===== src/verilog/vector_map_pkg.sv =====
// Constants for the interrupt vector map and pending flag bank
package vector_map_pkg;
	// ---------------------------------------------------------------
	// Vector table layout
	// ---------------------------------------------------------------
	localparam logic [23:0] PrimaryTableBase   = 24'h000004;
	localparam logic [23:0] AlternateTableOfs  = 24'h000100;
	localparam logic [6:0]  RequestIndexOfs    = 7'h08;
	localparam int          VectorCount        = 126;
	localparam int          TrapCount          = 8;
	localparam int          SourceCount        = 23;
	// Peripheral source numbering (index into source request vector)
	localparam logic [6:0] VectorList [SourceCount] = '{
		7'd55, 7'd56, 7'd57, 7'd58, 7'd59, 7'd60, 7'd61, 7'd62,
		7'd63, 7'd64, 7'd67, 7'd68, 7'd69, 7'd73, 7'd74, 7'd76,
		7'd77, 7'd78, 7'd79, 7'd54, 7'd0, 7'd0, 7'd0};
	localparam logic [22:0] SourceLive         = 23'h0FFFFF;
	// Trap sources: bit set where a trap vector is connected
	localparam logic [7:0]  TrapLive           = 8'h3E;
	// ---------------------------------------------------------------
	// Register map (byte addresses)
	// ---------------------------------------------------------------
	localparam logic [7:0]  PendingFlagsAddr   = 8'h00;
	localparam logic [7:0]  LookupSelectAddr   = 8'h04;
	localparam logic [7:0]  LookupResultAddr   = 8'h08;
	localparam logic [15:0] PendingFlagsReset  = 16'h0000;
	localparam logic [15:0] PendingFlagsMask   = 16'hFFFB;
	localparam logic [1:0]  RespOkay           = 2'h0;
	localparam logic [1:0]  RespSlvErr         = 2'h2;
	// Lookup select fields
	localparam int          SelVecLsb          = 0;
	localparam int          SelTrapBit         = 8;
	localparam int          SelAltBit          = 9;
endpackage : vector_map_pkg

===== src/verilog/interrupt_vector_and_flag_map.sv =====
// Interrupt source routing, vector lookup and pending flag bank
`timescale 1ns/10ps
`default_nettype none
// Overview of operation
// - Vector address 4+2N, alternate +0x100, index N-8 for sources, 0 for traps
// - Timers, second two-wire, externals on 55..62
// - Second CAN receive/event 63/64, first/second CAN transmits 78/79
// - Codec 67/68, DMA 54/69/76/77, UART errors 73/74
// - Reserved vectors have no source connected
// - Eight trap vectors, sources 1 to 5
// - Unimplemented bits read zero, writes ignored
module interrupt_vector_and_flag_map
	import vector_map_pkg::*;
(
	input  wire logic        mclk,
	input  wire logic        reset,
	// Peripheral requests routed to vectors 54..79
	input  wire logic        timerSixReq,
	input  wire logic        timerSevenReq,
	input  wire logic        second_twowire_slave_event,
	input  wire logic        second_twowire_master_event,
	input  wire logic        timerEightReq,
	input  wire logic        timerNineReq,
	input  wire logic        externalThreeReq,
	input  wire logic        externalFourReq,
	input  wire logic        second_can_receive_ready,
	input  wire logic        secondCanEvent,
	input  wire logic        codec_port_error,
	input  wire logic        codec_port_done,
	input  wire logic        dmaFiveReq,
	input  wire logic        first_uart_error,
	input  wire logic        second_uart_error,
	input  wire logic        dmaSixReq,
	input  wire logic        dmaSevenReq,
	input  wire logic        first_can_transmit_request,
	input  wire logic        second_can_transmit_request,
	input  wire logic        dmaFourReq,
	// Trap sources
	input  wire logic        oscFailTrap,
	input  wire logic        addressErrorTrap,
	input  wire logic        stackErrorTrap,
	input  wire logic        mathErrorTrap,
	input  wire logic        dmaErrorTrap,
	// Sources of the pending flag bank, bit per flag
	input  wire logic [15:0] flagSourceReq,
	// Core-side vector request view
	output logic      [22:0] sourceActive_q,
	output logic      [7:0]  trapActive_q,
	// AXI4-Lite slave
	input  wire logic [7:0]  s_axi_awaddr,
	input  wire logic [2:0]  s_axi_awprot,
	input  wire logic        s_axi_awvalid,
	output logic             s_axi_awready,
	input  wire logic [31:0] s_axi_wdata,
	input  wire logic [3:0]  s_axi_wstrb,
	input  wire logic        s_axi_wvalid,
	output logic             s_axi_wready,
	output logic      [1:0]  s_axi_bresp,
	output logic             s_axi_bvalid,
	input  wire logic        s_axi_bready,
	input  wire logic [7:0]  s_axi_araddr,
	input  wire logic [2:0]  s_axi_arprot,
	input  wire logic        s_axi_arvalid,
	output logic             s_axi_arready,
	output logic      [31:0] s_axi_rdata,
	output logic      [1:0]  s_axi_rresp,
	output logic             s_axi_rvalid,
	input  wire logic        s_axi_rready
);
	// ---------------------------------------------------------------
	// Source routing, index order follows VectorList
	// ---------------------------------------------------------------
	wire logic [22:0] srcRaw = {3'b000,
		dmaFourReq, second_can_transmit_request, first_can_transmit_request,
		dmaSevenReq, dmaSixReq, second_uart_error, first_uart_error,
		dmaFiveReq, codec_port_done, codec_port_error,
		secondCanEvent, second_can_receive_ready,
		externalFourReq, externalThreeReq, timerNineReq, timerEightReq,
		second_twowire_master_event, second_twowire_slave_event,
		timerSevenReq, timerSixReq};
	wire logic [7:0]  trapRaw = {2'b00, dmaErrorTrap, mathErrorTrap, stackErrorTrap,
		addressErrorTrap, oscFailTrap, 1'b0};
	logic [22:0] srcSync1_q;
	logic [22:0] srcSync2_q;
	logic [7:0]  trapSync1_q;
	logic [7:0]  trapSync2_q;
	logic [15:0] flagSync1_q;
	logic [15:0] flagSync2_q;
	always_ff @(posedge mclk) begin
		srcSync1_q  <= srcRaw;
		srcSync2_q  <= srcSync1_q;
		trapSync1_q <= trapRaw;
		trapSync2_q <= trapSync1_q;
		flagSync1_q <= flagSourceReq;
		flagSync2_q <= flagSync1_q;
	end
	always_ff @(posedge mclk) begin
		if (reset) begin
			sourceActive_q <= 23'h000000;
			trapActive_q   <= 8'h00;
		end else begin
			sourceActive_q <= srcSync2_q & SourceLive;
			trapActive_q   <= trapSync2_q & TrapLive;
		end
	end

	// ---------------------------------------------------------------
	// Write channel
	// ---------------------------------------------------------------
	logic        awHeld_q;
	logic [7:0]  awAddr_q;
	logic        wHeld_q;
	logic [31:0] wData_q;
	logic [3:0]  wStrb_q;
	logic [15:0] pendingFlags_q;
	logic [9:0]  lookupSel_q;
	wire logic   awTake   = s_axi_awvalid && s_axi_awready;
	wire logic   wTake    = s_axi_wvalid && s_axi_wready;
	wire logic   writeGo  = awHeld_q && wHeld_q && !s_axi_bvalid;
	wire logic   wrFlags  = writeGo && awAddr_q == PendingFlagsAddr;
	wire logic   wrSel    = writeGo && awAddr_q == LookupSelectAddr;
	wire logic   wrHit    = wrFlags || wrSel || awAddr_q == LookupResultAddr;
	wire logic [15:0] laneMask = {{8{wStrb_q[1]}}, {8{wStrb_q[0]}}};
	// Clear only where software writes zero through an enabled lane
	wire logic [15:0] clearMask = wrFlags ? (laneMask & ~wData_q[15:0]) : 16'h0000;
	wire logic [15:0] flags_d  = ((pendingFlags_q & ~clearMask) | flagSync2_q)
		& PendingFlagsMask;
	always_ff @(posedge mclk) begin
		if (reset) begin
			awHeld_q      <= 1'b0;
			wHeld_q       <= 1'b0;
			awAddr_q      <= 8'h00;
			wData_q       <= 32'h00000000;
			wStrb_q       <= 4'h0;
			s_axi_awready <= 1'b0;
			s_axi_wready  <= 1'b0;
			s_axi_bvalid  <= 1'b0;
			s_axi_bresp   <= RespOkay;
		end else begin
			s_axi_awready <= !awHeld_q && !awTake;
			s_axi_wready  <= !wHeld_q && !wTake;
			if (awTake) begin
				awHeld_q <= 1'b1;
				awAddr_q <= {s_axi_awaddr[7:2], 2'b00};
			end
			if (wTake) begin
				wHeld_q <= 1'b1;
				wData_q <= s_axi_wdata;
				wStrb_q <= s_axi_wstrb;
			end
			if (writeGo) begin
				awHeld_q     <= 1'b0;
				wHeld_q      <= 1'b0;
				s_axi_bvalid <= 1'b1;
				s_axi_bresp  <= wrHit ? RespOkay : RespSlvErr;
			end else if (s_axi_bvalid && s_axi_bready) begin
				s_axi_bvalid <= 1'b0;
			end
		end
	end

	// ---------------------------------------------------------------
	// Registers
	// ---------------------------------------------------------------
	always_ff @(posedge mclk) begin
		if (reset) begin
			pendingFlags_q <= PendingFlagsReset;
			lookupSel_q    <= 10'h000;
		end else begin
			pendingFlags_q <= flags_d;
			if (wrSel && wStrb_q[0]) begin
				lookupSel_q[7:0] <= {1'b0, wData_q[6:0]};
			end
			if (wrSel && wStrb_q[1]) begin
				lookupSel_q[9:8] <= wData_q[9:8];
			end
		end
	end

	// ---------------------------------------------------------------
	// Vector lookup
	// ---------------------------------------------------------------
	logic [23:0] lookupAddr;
	logic [6:0]  lookupIndex;
	logic        lookupLive;
	vector_address_calc u_calc (
		.mclk           (mclk),
		.reset          (reset),
		.vectorNum      (lookupSel_q[SelVecLsb +: 7]),
		.isTrap         (lookupSel_q[SelTrapBit]),
		.useAlternate   (lookupSel_q[SelAltBit]),
		.tableAddr_q    (lookupAddr),
		.requestIndex_q (lookupIndex),
		.connected_q    (lookupLive)
	);

	// ---------------------------------------------------------------
	// Read channel
	// ---------------------------------------------------------------
	wire logic [7:0] rdAddr = {s_axi_araddr[7:2], 2'b00};
	wire logic       arTake = s_axi_arvalid && s_axi_arready;
	wire logic       rdHit  = rdAddr == PendingFlagsAddr || rdAddr == LookupSelectAddr
		|| rdAddr == LookupResultAddr;
	wire logic [31:0] rdData =
		rdAddr == PendingFlagsAddr ? {16'h0000, pendingFlags_q & PendingFlagsMask} :
		rdAddr == LookupSelectAddr ? {22'h000000, lookupSel_q} :
		rdAddr == LookupResultAddr ? {lookupLive, lookupIndex, lookupAddr} :
		32'h00000000;
	always_ff @(posedge mclk) begin
		if (reset) begin
			s_axi_arready <= 1'b0;
			s_axi_rvalid  <= 1'b0;
			s_axi_rdata   <= 32'h00000000;
			s_axi_rresp   <= RespOkay;
		end else begin
			s_axi_arready <= !s_axi_rvalid && !arTake;
			if (arTake) begin
				s_axi_rvalid <= 1'b1;
				s_axi_rdata  <= rdData;
				s_axi_rresp  <= rdHit ? RespOkay : RespSlvErr;
			end else if (s_axi_rvalid && s_axi_rready) begin
				s_axi_rvalid <= 1'b0;
			end
		end
	end
endmodule : interrupt_vector_and_flag_map
`default_nettype wire


===== src/verilog/vector_address_calc.sv =====
// Vector number to table address and request index lookup
`timescale 1ns/10ps
`default_nettype none
module vector_address_calc
	import vector_map_pkg::*;
(
	input  wire logic        mclk,
	input  wire logic        reset,
	input  wire logic [6:0]  vectorNum,
	input  wire logic        isTrap,
	input  wire logic        useAlternate,
	output logic      [23:0] tableAddr_q,
	output logic      [6:0]  requestIndex_q,
	output logic             connected_q
);
	// ---------------------------------------------------------------
	// Address arithmetic
	// ---------------------------------------------------------------
	wire logic [23:0] primaryAddr   = PrimaryTableBase + {16'h0000, vectorNum, 1'b0};
	wire logic [23:0] alternateAddr = primaryAddr + AlternateTableOfs;
	wire logic [23:0] addr_d        = useAlternate ? alternateAddr : primaryAddr;
	wire logic [6:0]  index_d       = isTrap ? 7'h00 : vectorNum - RequestIndexOfs;
	logic             live;
	always_comb begin
		live = 1'b0;
		if (isTrap) begin
			live = (vectorNum < 7'd8) && TrapLive[vectorNum[2:0]];
		end else begin
			for (int i = 0; i < SourceCount; i++) begin
				if (SourceLive[i] && VectorList[i] == vectorNum) begin
					live = 1'b1;
				end
			end
		end
	end
	always_ff @(posedge mclk) begin
		if (reset) begin
			tableAddr_q    <= 24'h000000;
			requestIndex_q <= 7'h00;
			connected_q    <= 1'b0;
		end else begin
			tableAddr_q    <= addr_d;
			requestIndex_q <= index_d;
			connected_q    <= live;
		end
	end
endmodule : vector_address_calc
`default_nettype wire


===== config.mk =====
export PLATFORM = sky130hd
export DESIGN_NAME = interrupt_vector_and_flag_map
export DESIGN_NICKNAME = d
export VERILOG_FILES = /design/src/verilog/vector_map_pkg.sv /design/src/verilog/interrupt_vector_and_flag_map.sv /design/src/verilog/vector_address_calc.sv
export SDC_FILE = /design/constraint.sdc
export NUM_CORES = 1
export LEC_CHECK = 0
export BUFFER_PORTS_ARGS = -buffer_cell sky130_fd_sc_hd__clkbuf_2
export CELL_PAD_IN_SITES_DETAIL_PLACEMENT = 1
export CELL_PAD_IN_SITES_GLOBAL_PLACEMENT = 1
export CORE_MARGIN = 2
export CORE_UTILIZATION = 41
export CTS_CLUSTER_SIZE = 16
export DETAILED_ROUTE_END_ITERATION = 7
export PLACE_DENSITY = 0.82
export SLEW_MARGIN = 10
export SYNTH_ARGS = -nofsm -noshare
export SYNTH_HDL_FRONTEND = slang
export SYNTH_SLANG_ARGS = --single-unit

===== constraint.sdc =====
create_clock -name mclk -period 4.9 [get_ports mclk]
set_clock_uncertainty 0.2 [all_clocks]
set_input_delay 0.735 -clock mclk [delete_from_list [all_inputs] [get_ports mclk]]
set_output_delay 0.735 -clock mclk [all_outputs]
set_load 0.02 [all_outputs]

==> flow_summary.toml, run 1 <==
[clock_tree]
cts_tree = "done"
cts-root-buf = "clkbuf_16"
cts_resized = 0
clockBufferDepth = 3
cts_num_sinks = 204
cts_buffers = 22
cts.clk_slew.worst_paths_ns = 0.06
cts_hold_buf = 0
post_cts.repair.setup_buffers = 0
worstSkewPairLatency_ns = 0.50
htreeDepth = 1

[power]
ir_drop_v = 0.000301
power.density_mw_per_mm2 = 460
p_leak_nw = 3.30

[floorplanning]
die_w_um = 126
start_util = 0.421
rows = 44
die-area_mm2 = 0.0159
die_y_um = 126
core_area_mm2 = 0.0145
pin_count = 178

[timing]
rsz0062_at_grt = "no"
setup-tns-final_ns = 0
postLayoutSetupSlackWorst_ns = 2.54
relSlewSlack = 0.443
fin_crit_ns = 2.36
slew_viol_final = 0
timing.fmax_mhz = 424
setup_viol_count_final = 0
timing_hold_violations_final = 0
worstMarginPinSlew_ns = 0.829
fin_crit_sh = 0.482

[global_routing]
first_global_vias = 4671
grt_max_degree = 72
grt_pass1_wl_um = 22600
grt_usage = 0.174
overflow = 0
antenna_found_initial = 1

[min_path]
hold_class = "flip-flop to flip-flop"
hp-start = "srcSync1_q[10]$_DFF_P_"

[layout]
syn_to_final_growth_pct = 23.0
final_nets = 812
antenna_cells = 0
final_common_cell = "dfxtp_1"
drive_above_1_share = 0.242
final_cell_mix = "dfxtp_1, clkbuf_2, nand2_1"

[yosys]
yosysWarnings = 0
synth.area.top_cells = "dfxtp_1, a21oi_1, nand2_1"
postSynthAreaPerCell_um2 = 10.6
synth.distinct_cells = 37
yosys.area.top_type_share = 0.668
synth_area_mm2 = 0.00611
yosysSeqAreaShare = 0.668
ys_ff_latch = 204
yosys.area.top_type = "dfxtp_1"
synth_cells = 577

[worst_setup_path]
cp-startpoint = "awAddr_q[4]$_SDFFE_PP0P_"
max_stage_delay_ns = 0.64
ff2ff_path_depth = 5
cp-end-kind = "flip-flop"
arrival_ns = 2.57
start_kind = "flip-flop"
slowest_stage = "or4_4"
crit_required_ns = 5.11
cp_max_fo = 7
r2r_setup_slack_ns = 2.54
path_class = "flip-flop to flip-flop"
timing.rr.start = "awAddr_q[4]$_SDFFE_PP0P_"
path_cells = "or4_4 > or4_4 > mux2i_1 > nor2_1 > mux2i_1"

[drt]
drt_iter0_drc = 179
vias = 4323
wire_per_inst_um = 15.2
drc = 0
drt-vias-per-instance = 4.80
first_pass_iters = 4
wl_um = 13700
ant_nets = 0

[place]
dpl_worst_slack_ns = 2.29
gp_congestion = 0.778
hpwl_um = 9660
io_buffers = 132

[status]
outcome = "finished clean"

[flow_run]
drv_cap = 0
## per-layer routing
| layer | global-route usage | vias to the layer above | part of all wire |
|---|---|---|---|
| met5 | 0 | - | 0 |
| met4 | 0.0472 | 0 | 0.019 |
| met3 | 0.0595 | 22 | 0.082 |
| met2 | 0.313 | 135 | 0.51 |
| met1 | 0.195 | 2054 | 0.39 |
| li1 | - | 2112 | - |
## how the worst min path moves through the flow
stage                             endpoint  slack [ns]  cells after the start
finish              srcSync2_q[10]$_DFF_P_        0.12                      0
detailed placement   srcSync2_q[5]$_DFF_P_        0.11                      0
global route        flagSync1_q[1]$_DFF_P_        0.11                      1
floorplan           flagSync2_q[0]$_DFF_P_        0.11                      0
global placement    trapSync2_q[1]$_DFF_P_        0.11                      0
CTS                 trapSync1_q[1]$_DFF_P_        0.12                      1
## worst max-delay path: cells and delay by family (launching register included)
kind	cells	cell delay [ns]
simple gates	3	1.37
mux	2	0.38
flops	1	0.32
## Yosys cell counts, drive strengths merged
cell type / instances
o221ai: 1
buf: 20
dfxtp: 204
nand2: 59
nor3: 10
a21o: 1
conb: 1
ha: 3
nand3: 7
and2: 3
nor3b: 4
a222oi: 1
a211oi: 1
inv: 20
a22oi: 21
o21ai: 23
nand3b: 4
nand2b: 6
or3: 2
nor4: 1
clkbuf: 26
nand4: 2
a21oi: 50
nor2: 49
or4: 2
or2: 1
xnor2: 5
xor2: 2
nor2b: 29
and3: 1
mux2i: 18
## stage by stage
| stage | utilization | std cells | area, um^2 | hold WS [ns] | total power [mW] |
|---|---|---|---|---|---|
| finish | 0.517 | 900 | 7520 | 0.125 | 3.46 |
| floorplan | - | 592 | 6170 | 0.110 | 1.89 |
| global route | 0.517 | 900 | 7520 | 0.113 | 3.60 |
| CTS | 0.517 | 900 | 7520 | 0.117 | 3.51 |
| global placement | 0.470 | 863 | 6830 | 0.110 | 1.95 |
| detailed placement | 0.470 | 863 | 6830 | 0.113 | 1.96 |
## flip-flops by register name, summed over array words and instances (netlist names), 2 cells and up, named ones only
register               flops
wData_q                   16
srcSync2_q                20
awAddr_q                   6
trapActive_q               5
u_calc.tableAddr_q         9
lookupSel_q                9
pendingFlags_q            15
sourceActive_q            20
wStrb_q                    2
flagSync1_q               15
s_axi_rdata               24
trapSync1_q                5
u_calc.requestIndex_q      7
flagSync2_q               15
srcSync1_q                20
trapSync2_q                5
## report_power, final
group / total, mW / switching [mW] / internal (mW)
Clock: 1.54 / 0.625 / 0.913
Combinational: 0.158 / 0.0994 / 0.0587
Sequential: 1.76 / 0.0299 / 1.73
## logic make-up (layout without fill, tap and decap cells)
| group | count (synthesis) | in the layout | synth area share |
|---|---|---|---|
| AO/OA/AOI/OAI | 98 | 98 | 0.0911 |
| XOR/XNOR | 7 | 7 | 0.0100 |
| adder cells (fa/ha/maj) | 3 | 3 | 0.00614 |
| buffers and inverters | 66 | 190 | 0.0518 |
| flip-flops | 204 | 204 | 0.668 |
| multiplexers | 18 | 18 | 0.0315 |
| other | 1 | 16 | 0.000614 |
| AND/OR/NAND/NOR | 180 | 180 | 0.141 |
## layout make-up
cell class | instances | area, um^2
clock buffers | 30 | 641
clock inverters | 7 | 50.0
fillers | 1649 | 7020
inverters | 20 | 75.1
multi-input cells | 322 | 1770
flip-flops and latches | 204 | 4080
well taps | 184 | 230
repair buffers | 133 | 671
(Power assumes the default switching activity.)
==> run 2, diff against run 1 <==
- CORE_UTILIZATION: 41 -> 38
- PLACE_DENSITY: 0.82 -> 0.77
- clock period: 4.9 -> 2.3 ns (I/O delays scaled with it)
==> run 2 against run 1 <==
Effect of this change:
- worst setup slack lost 2.4 ns
- global-route usage grew 2.4 points
- worst hold slack lost 0.091 ns
- non-clock buffer count grew 76
- final cell count grew 12%
- wire length grew 22%
- critical path depth is the same
- first-iteration DRC count is the same
- cell area grew 12%
==> flow_summary.toml, run 2 (same netlist as run 1, synthesis figures left out) <==
[status]
outcome = "finished clean"

[worst_setup_path]
crit_required_ns = 2.52
crit_buf_inv = 0
slowest_stage = "or4_4"
cp-startpoint = "awAddr_q[4]$_SDFFE_PP0P_"
cp-end-kind = "flip-flop"
ff2ff_path_depth = 5
timing.rr.start = "awAddr_q[4]$_SDFFE_PP0P_"
cp_max_fo = 4
path_cells = "or4_4 > or4_4 > mux2i_1 > nor2_1 > mux2i_1"
arrival_ns = 2.42
start_kind = "flip-flop"
max_stage_delay_ns = 0.55
r2r_setup_slack_ns = 0.1
path_class = "flip-flop to flip-flop"
cp_top_family = "simple AND/OR/NAND/NOR gates"

[global_routing]
grt_usage = 0.197
grt_pass1_wl_um = 26300
antenna_found_initial = 0
grt_max_degree = 72
overflow = 0
first_global_vias = 5166

[floorplanning]
die-area_mm2 = 0.0171
die_w_um = 131
rows = 46
core_area_mm2 = 0.0158
pin_count = 178
start_util = 0.386
die_y_um = 131

[flow_run]
drv_cap = 0

[place]
gp_congestion = 0.739
hpwl_um = 9800
io_buffers = 132
place_inst = 901

[power]
ir_drop_v = 0.000842
finalPower_mw = 8.02
p_leak_nw = 3.67
power.density_mw_per_mm2 = 951

[layout]
syn_to_final_growth_pct = 37.9
utilization = 0.532
fin_cells = 1011
top_register = "s_axi_rdata"
drive_above_1_share = 0.235
final_cell_mix = "dfxtp_1, clkbuf_2, dlygate4sd3_1"
antenna_cells = 0
final_common_cell = "dfxtp_1"
final_nets = 888
largest_reg_flops = 24
fill_cells = 1745

[clock_tree]
clockBufferDepth = 3
worstSkewPairLatency_ns = 0.50
cts-root-buf = "clkbuf_16"
cts.clk_slew.worst_paths_ns = 0.06
htreeDepth = 1
cts_num_sinks = 204
cts_buffers = 22
cts_tree = "done"

[drt]
wire_per_inst_um = 16.4
vias = 4683
wl_um = 16600
ant_nets = 0
drt_iter0_drc = 179
first_pass_iters = 6
drt-vias-per-instance = 4.63
drc = 0

[timing]
worstMarginPinSlew_ns = 0.699
fin_crit_ns = 2.20
timing.fmax_mhz = 454
slew_viol_final = 0
hold_slack_ns = 0.0340
relSlewSlack = 0.533
fin_crit_sh = 0.959
rsz0062_at_grt = "no"
setup_viol_count_final = 0
timing_hold_violations_final = 0

[min_path]
hold_end = "awAddr_q[2]$_SDFFE_PP0P_"
whs_path_depth = 3
hold_class = "input pin to flip-flop"
hp-start = "s_axi_awvalid"
[run 2: worst max-delay path by stage]
stage                                     to  slack, ns  depth (start not counted)
6_report                           flip-flop        0.1                          5
2_1_floorplan                      flip-flop       0.11                          6
5_1_grt                            flip-flop     0.0004                          5
4_1_cts                            flip-flop       0.07                          5
3_5_place_dp    pendingFlags_q[8]$_SDFF_PP0_      -0.01                          5
3_3_place_gp   pendingFlags_q[10]$_SDFF_PP0_       0.05                          5
[run 2: metal layers]
layer  GRT usage  vias up  part of all wire  wire, um
li1            -     2267                 -         -
met1       0.212     2229              0.39      6460
met2       0.372      155              0.53      8730
met3      0.0590       32             0.068      1140
met4      0.0588        0             0.018       301
met5           0        -                 0         0
[run 2: cell type report]
cell class | instances | area [um^2] | share of cell area
clock buffer | 26 | 617 | 0.0732
clock inverter | 14 | 183 | 0.0217
inverter | 20 | 75.1 | 0.00891
multi-input combinational | 322 | 1770 | 0.210
sequential | 204 | 4080 | 0.485
tap | 216 | 270 | 0.0321
timing repair buffer | 209 | 1420 | 0.169
[run 2: worst reg2reg max path, stage by stage, from the launching register on]
cell	delay, ns
dfxtp_1	0.31
or4_4	0.55
or4_4	0.50
mux2i_1	0.17
nor2_1	0.19
mux2i_1	0.21
[run 2: per-stage QoR]
step | setup TNS (ns) | instance area (um^2) | setup WS [ns]
CTS | 0 | 8420 | 0.0675
global route | 0 | 8430 | 0.000362
global placement | 0 | 6930 | 0.0521
floorplan | 0 | 6170 | 0.114
detailed placement | -0.0146 | 6930 | -0.0146
finish | 0 | 8430 | 0.0954
[run 2: where the power goes]
group | internal, mW | switching (mW)
Sequential | 3.69 | 0.0710
Clock | 2.37 | 1.43
Combinational | 0.206 | 0.247
Total | 6.27 | 1.75
[run 2: repair_timing]
item / CTS / global route
hold buffers: 68 / 0
endpoints found under the hold margin: 66 / 0
setup buffers: 1 / 1
pin swaps: 3 / 1
setup endpoints to repair: 3 / 1
resized for setup: 1 / 0
==> run 3, diff against run 2 <==
- PLACE_DENSITY: 0.77 -> 0.82
==> run 3 against run 2 <==
Effect of this change:
- clock-buffer cell count grew 5
- non-clock buffer count increased by 2
- final cell count hardly changed
- register-to-register slack about the same
- worst hold slack got worse by 0.0077 ns
- cell area shrank 1.2%
- sequential power barely moved
- clock power down 13%
- critical path depth stayed put
- global-route usage fell by 0.68 points
- critical path type unchanged
- highest routed layer unchanged
==> flow_summary.toml, run 3 (same netlist as run 1, synthesis figures left out) <==
[status]
outcome = "finished clean"

[timing]
worstMarginPinSlew_ns = 0.680
timing.fmax_mhz = 452
relSlewSlack = 0.546
fin_crit_ns = 2.21
timing_hold_violations_final = 0
setup-tns-final_ns = 0
postLayoutSetupSlackWorst_ns = 0.0896
setup_viol_count_final = 0
rsz0062_at_grt = "no"
slew_viol_final = 0
fin_crit_sh = 0.961

[place]
gp_congestion = 0.752
hpwl_um = 10000
io_buffers = 132
place_inst = 902
dpl_worst_slack_ns = 0.0332

[worst_setup_path]
cp_max_fo = 4
arrival_ns = 2.42
start_kind = "flip-flop"
cp_top_family = "simple AND/OR/NAND/NOR gates"
crit_buf_inv = 0
slowest_stage = "or4_4"
path_cells = "or4_4 > or4_4 > mux2i_1 > nor2_1 > mux2i_1"
path_class = "flip-flop to flip-flop"
crit_required_ns = 2.51
max_stage_delay_ns = 0.55
cp-end-kind = "flip-flop"

[layout]
syn_to_final_growth_pct = 36.2
drive_above_1_share = 0.227
multi_input_area_mm2 = 0.00177
final_common_cell = "dfxtp_1"
final_cell_mix = "dfxtp_1, clkbuf_2, dlygate4sd3_1"
top_register = "s_axi_rdata"
fin_cells = 1012
regArea_mm2 = 0.00408
final_nets = 889
largest_reg_flops = 24
fill_cells = 1730

[drt]
ant_nets = 0
wl_um = 16200
drt-vias-per-instance = 4.59
vias = 4648
drc = 0
wire_per_inst_um = 16.0
first_pass_iters = 4
drt_iter0_drc = 149

[clock_tree]
clockBufferDepth = 3
cts.clk_slew.worst_paths_ns = 0.07
cts_num_sinks = 204
cts_tree = "done"
cts_resized = 0
cts-root-buf = "clkbuf_16"
htreeDepth = 1
cts_buffers = 21
worstSkewPairLatency_ns = 0.48

[min_path]
hold_class = "input pin to flip-flop"

[power]
power.density_mw_per_mm2 = 902
ir_drop_v = 0.000653
finalPower_mw = 7.51
p_leak_nw = 3.61

[global_routing]
antenna_found_initial = 1
overflow = 0
grt_max_degree = 61
grt_pass1_wl_um = 25800
first_global_vias = 5083
grt_usage = 0.191

[floorplanning]
pin_count = 178
die-area_mm2 = 0.0171
core_area_mm2 = 0.0158
die_w_um = 131
die_y_um = 131
rows = 46
start_util = 0.386

[flow_run]
drv_cap = 0
[run 3: changes by cell type in the layout (fill, tap and decap cells not counted), sizes merged]
cell | previous run | this run
diode | 0 | 2
bufinv | 4 | 1
dlygate4sd3 | 68 | 69
clkinv | 8 | 3
clkbuf | 157 | 162
buf | 10 | 11
[run 3: area by class of cell]
type | instances | area share
Tap cell | 216 | 0.0325
Clock buffer | 31 | 0.0748
Antenna cell | 2 | 0.000601
Multi-Input combinational cell | 322 | 0.212
Timing Repair Buffer | 211 | 0.173
Sequential cell | 204 | 0.490
Clock inverter | 6 | 0.00721
Inverter | 20 | 0.00902
[run 3: power breakdown]
| part | internal, mW | switching [mW] |
|---|---|---|
| sequential | 3.69 | 0.0724 |
| combinational | 0.207 | 0.243 |
| clock | 1.99 | 1.31 |
[run 3: through the flow]
stage	cell area, um^2	util	hold WS, ns
4_1_cts	8310	0.525	0.00159
5_1_grt	8320	0.526	0.0347
2_1_floorplan	6170	-	0.110
3_3_place_gp	6930	0.438	0.111
3_5_place_dp	6930	0.438	0.113
6_report	8330	0.526	0.0263
[run 3: metal layers]
metal  vias up  part of all wire  track usage
li1       2262                 -            -
met1      2220              0.41        0.217
met2       140              0.51        0.351
met3        26             0.068       0.0546
met4         0             0.017       0.0482
met5         -                 0            0
[run 3: timing repair]
| item | in CTS | in global routing |
|---|---|---|
| hold buffers | 69 | 0 |
| setup endpoints to repair | 0 | 5 |
| setup buffers | 0 | 2 |
| hold endpoints to repair | 66 | 0 |
[run 3: worst paths after layout]
kind / slack, ns / endpoint / depth (start not counted) / start
worst max-delay path: 0.09 / flip-flop / 5 / awAddr_q[4]$_SDFFE_PP0P_
worst min-delay path: 0.03 / sourceActive_q[4]$_SDFF_PP0_ / 2 / reset
worst max register to register: 0.09 / flip-flop / 5 / awAddr_q[4]$_SDFFE_PP0P_
worst min register to register: 0.12 / flagSync2_q[13]$_DFF_P_ / 0 / flagSync1_q[13]$_DFF_P_
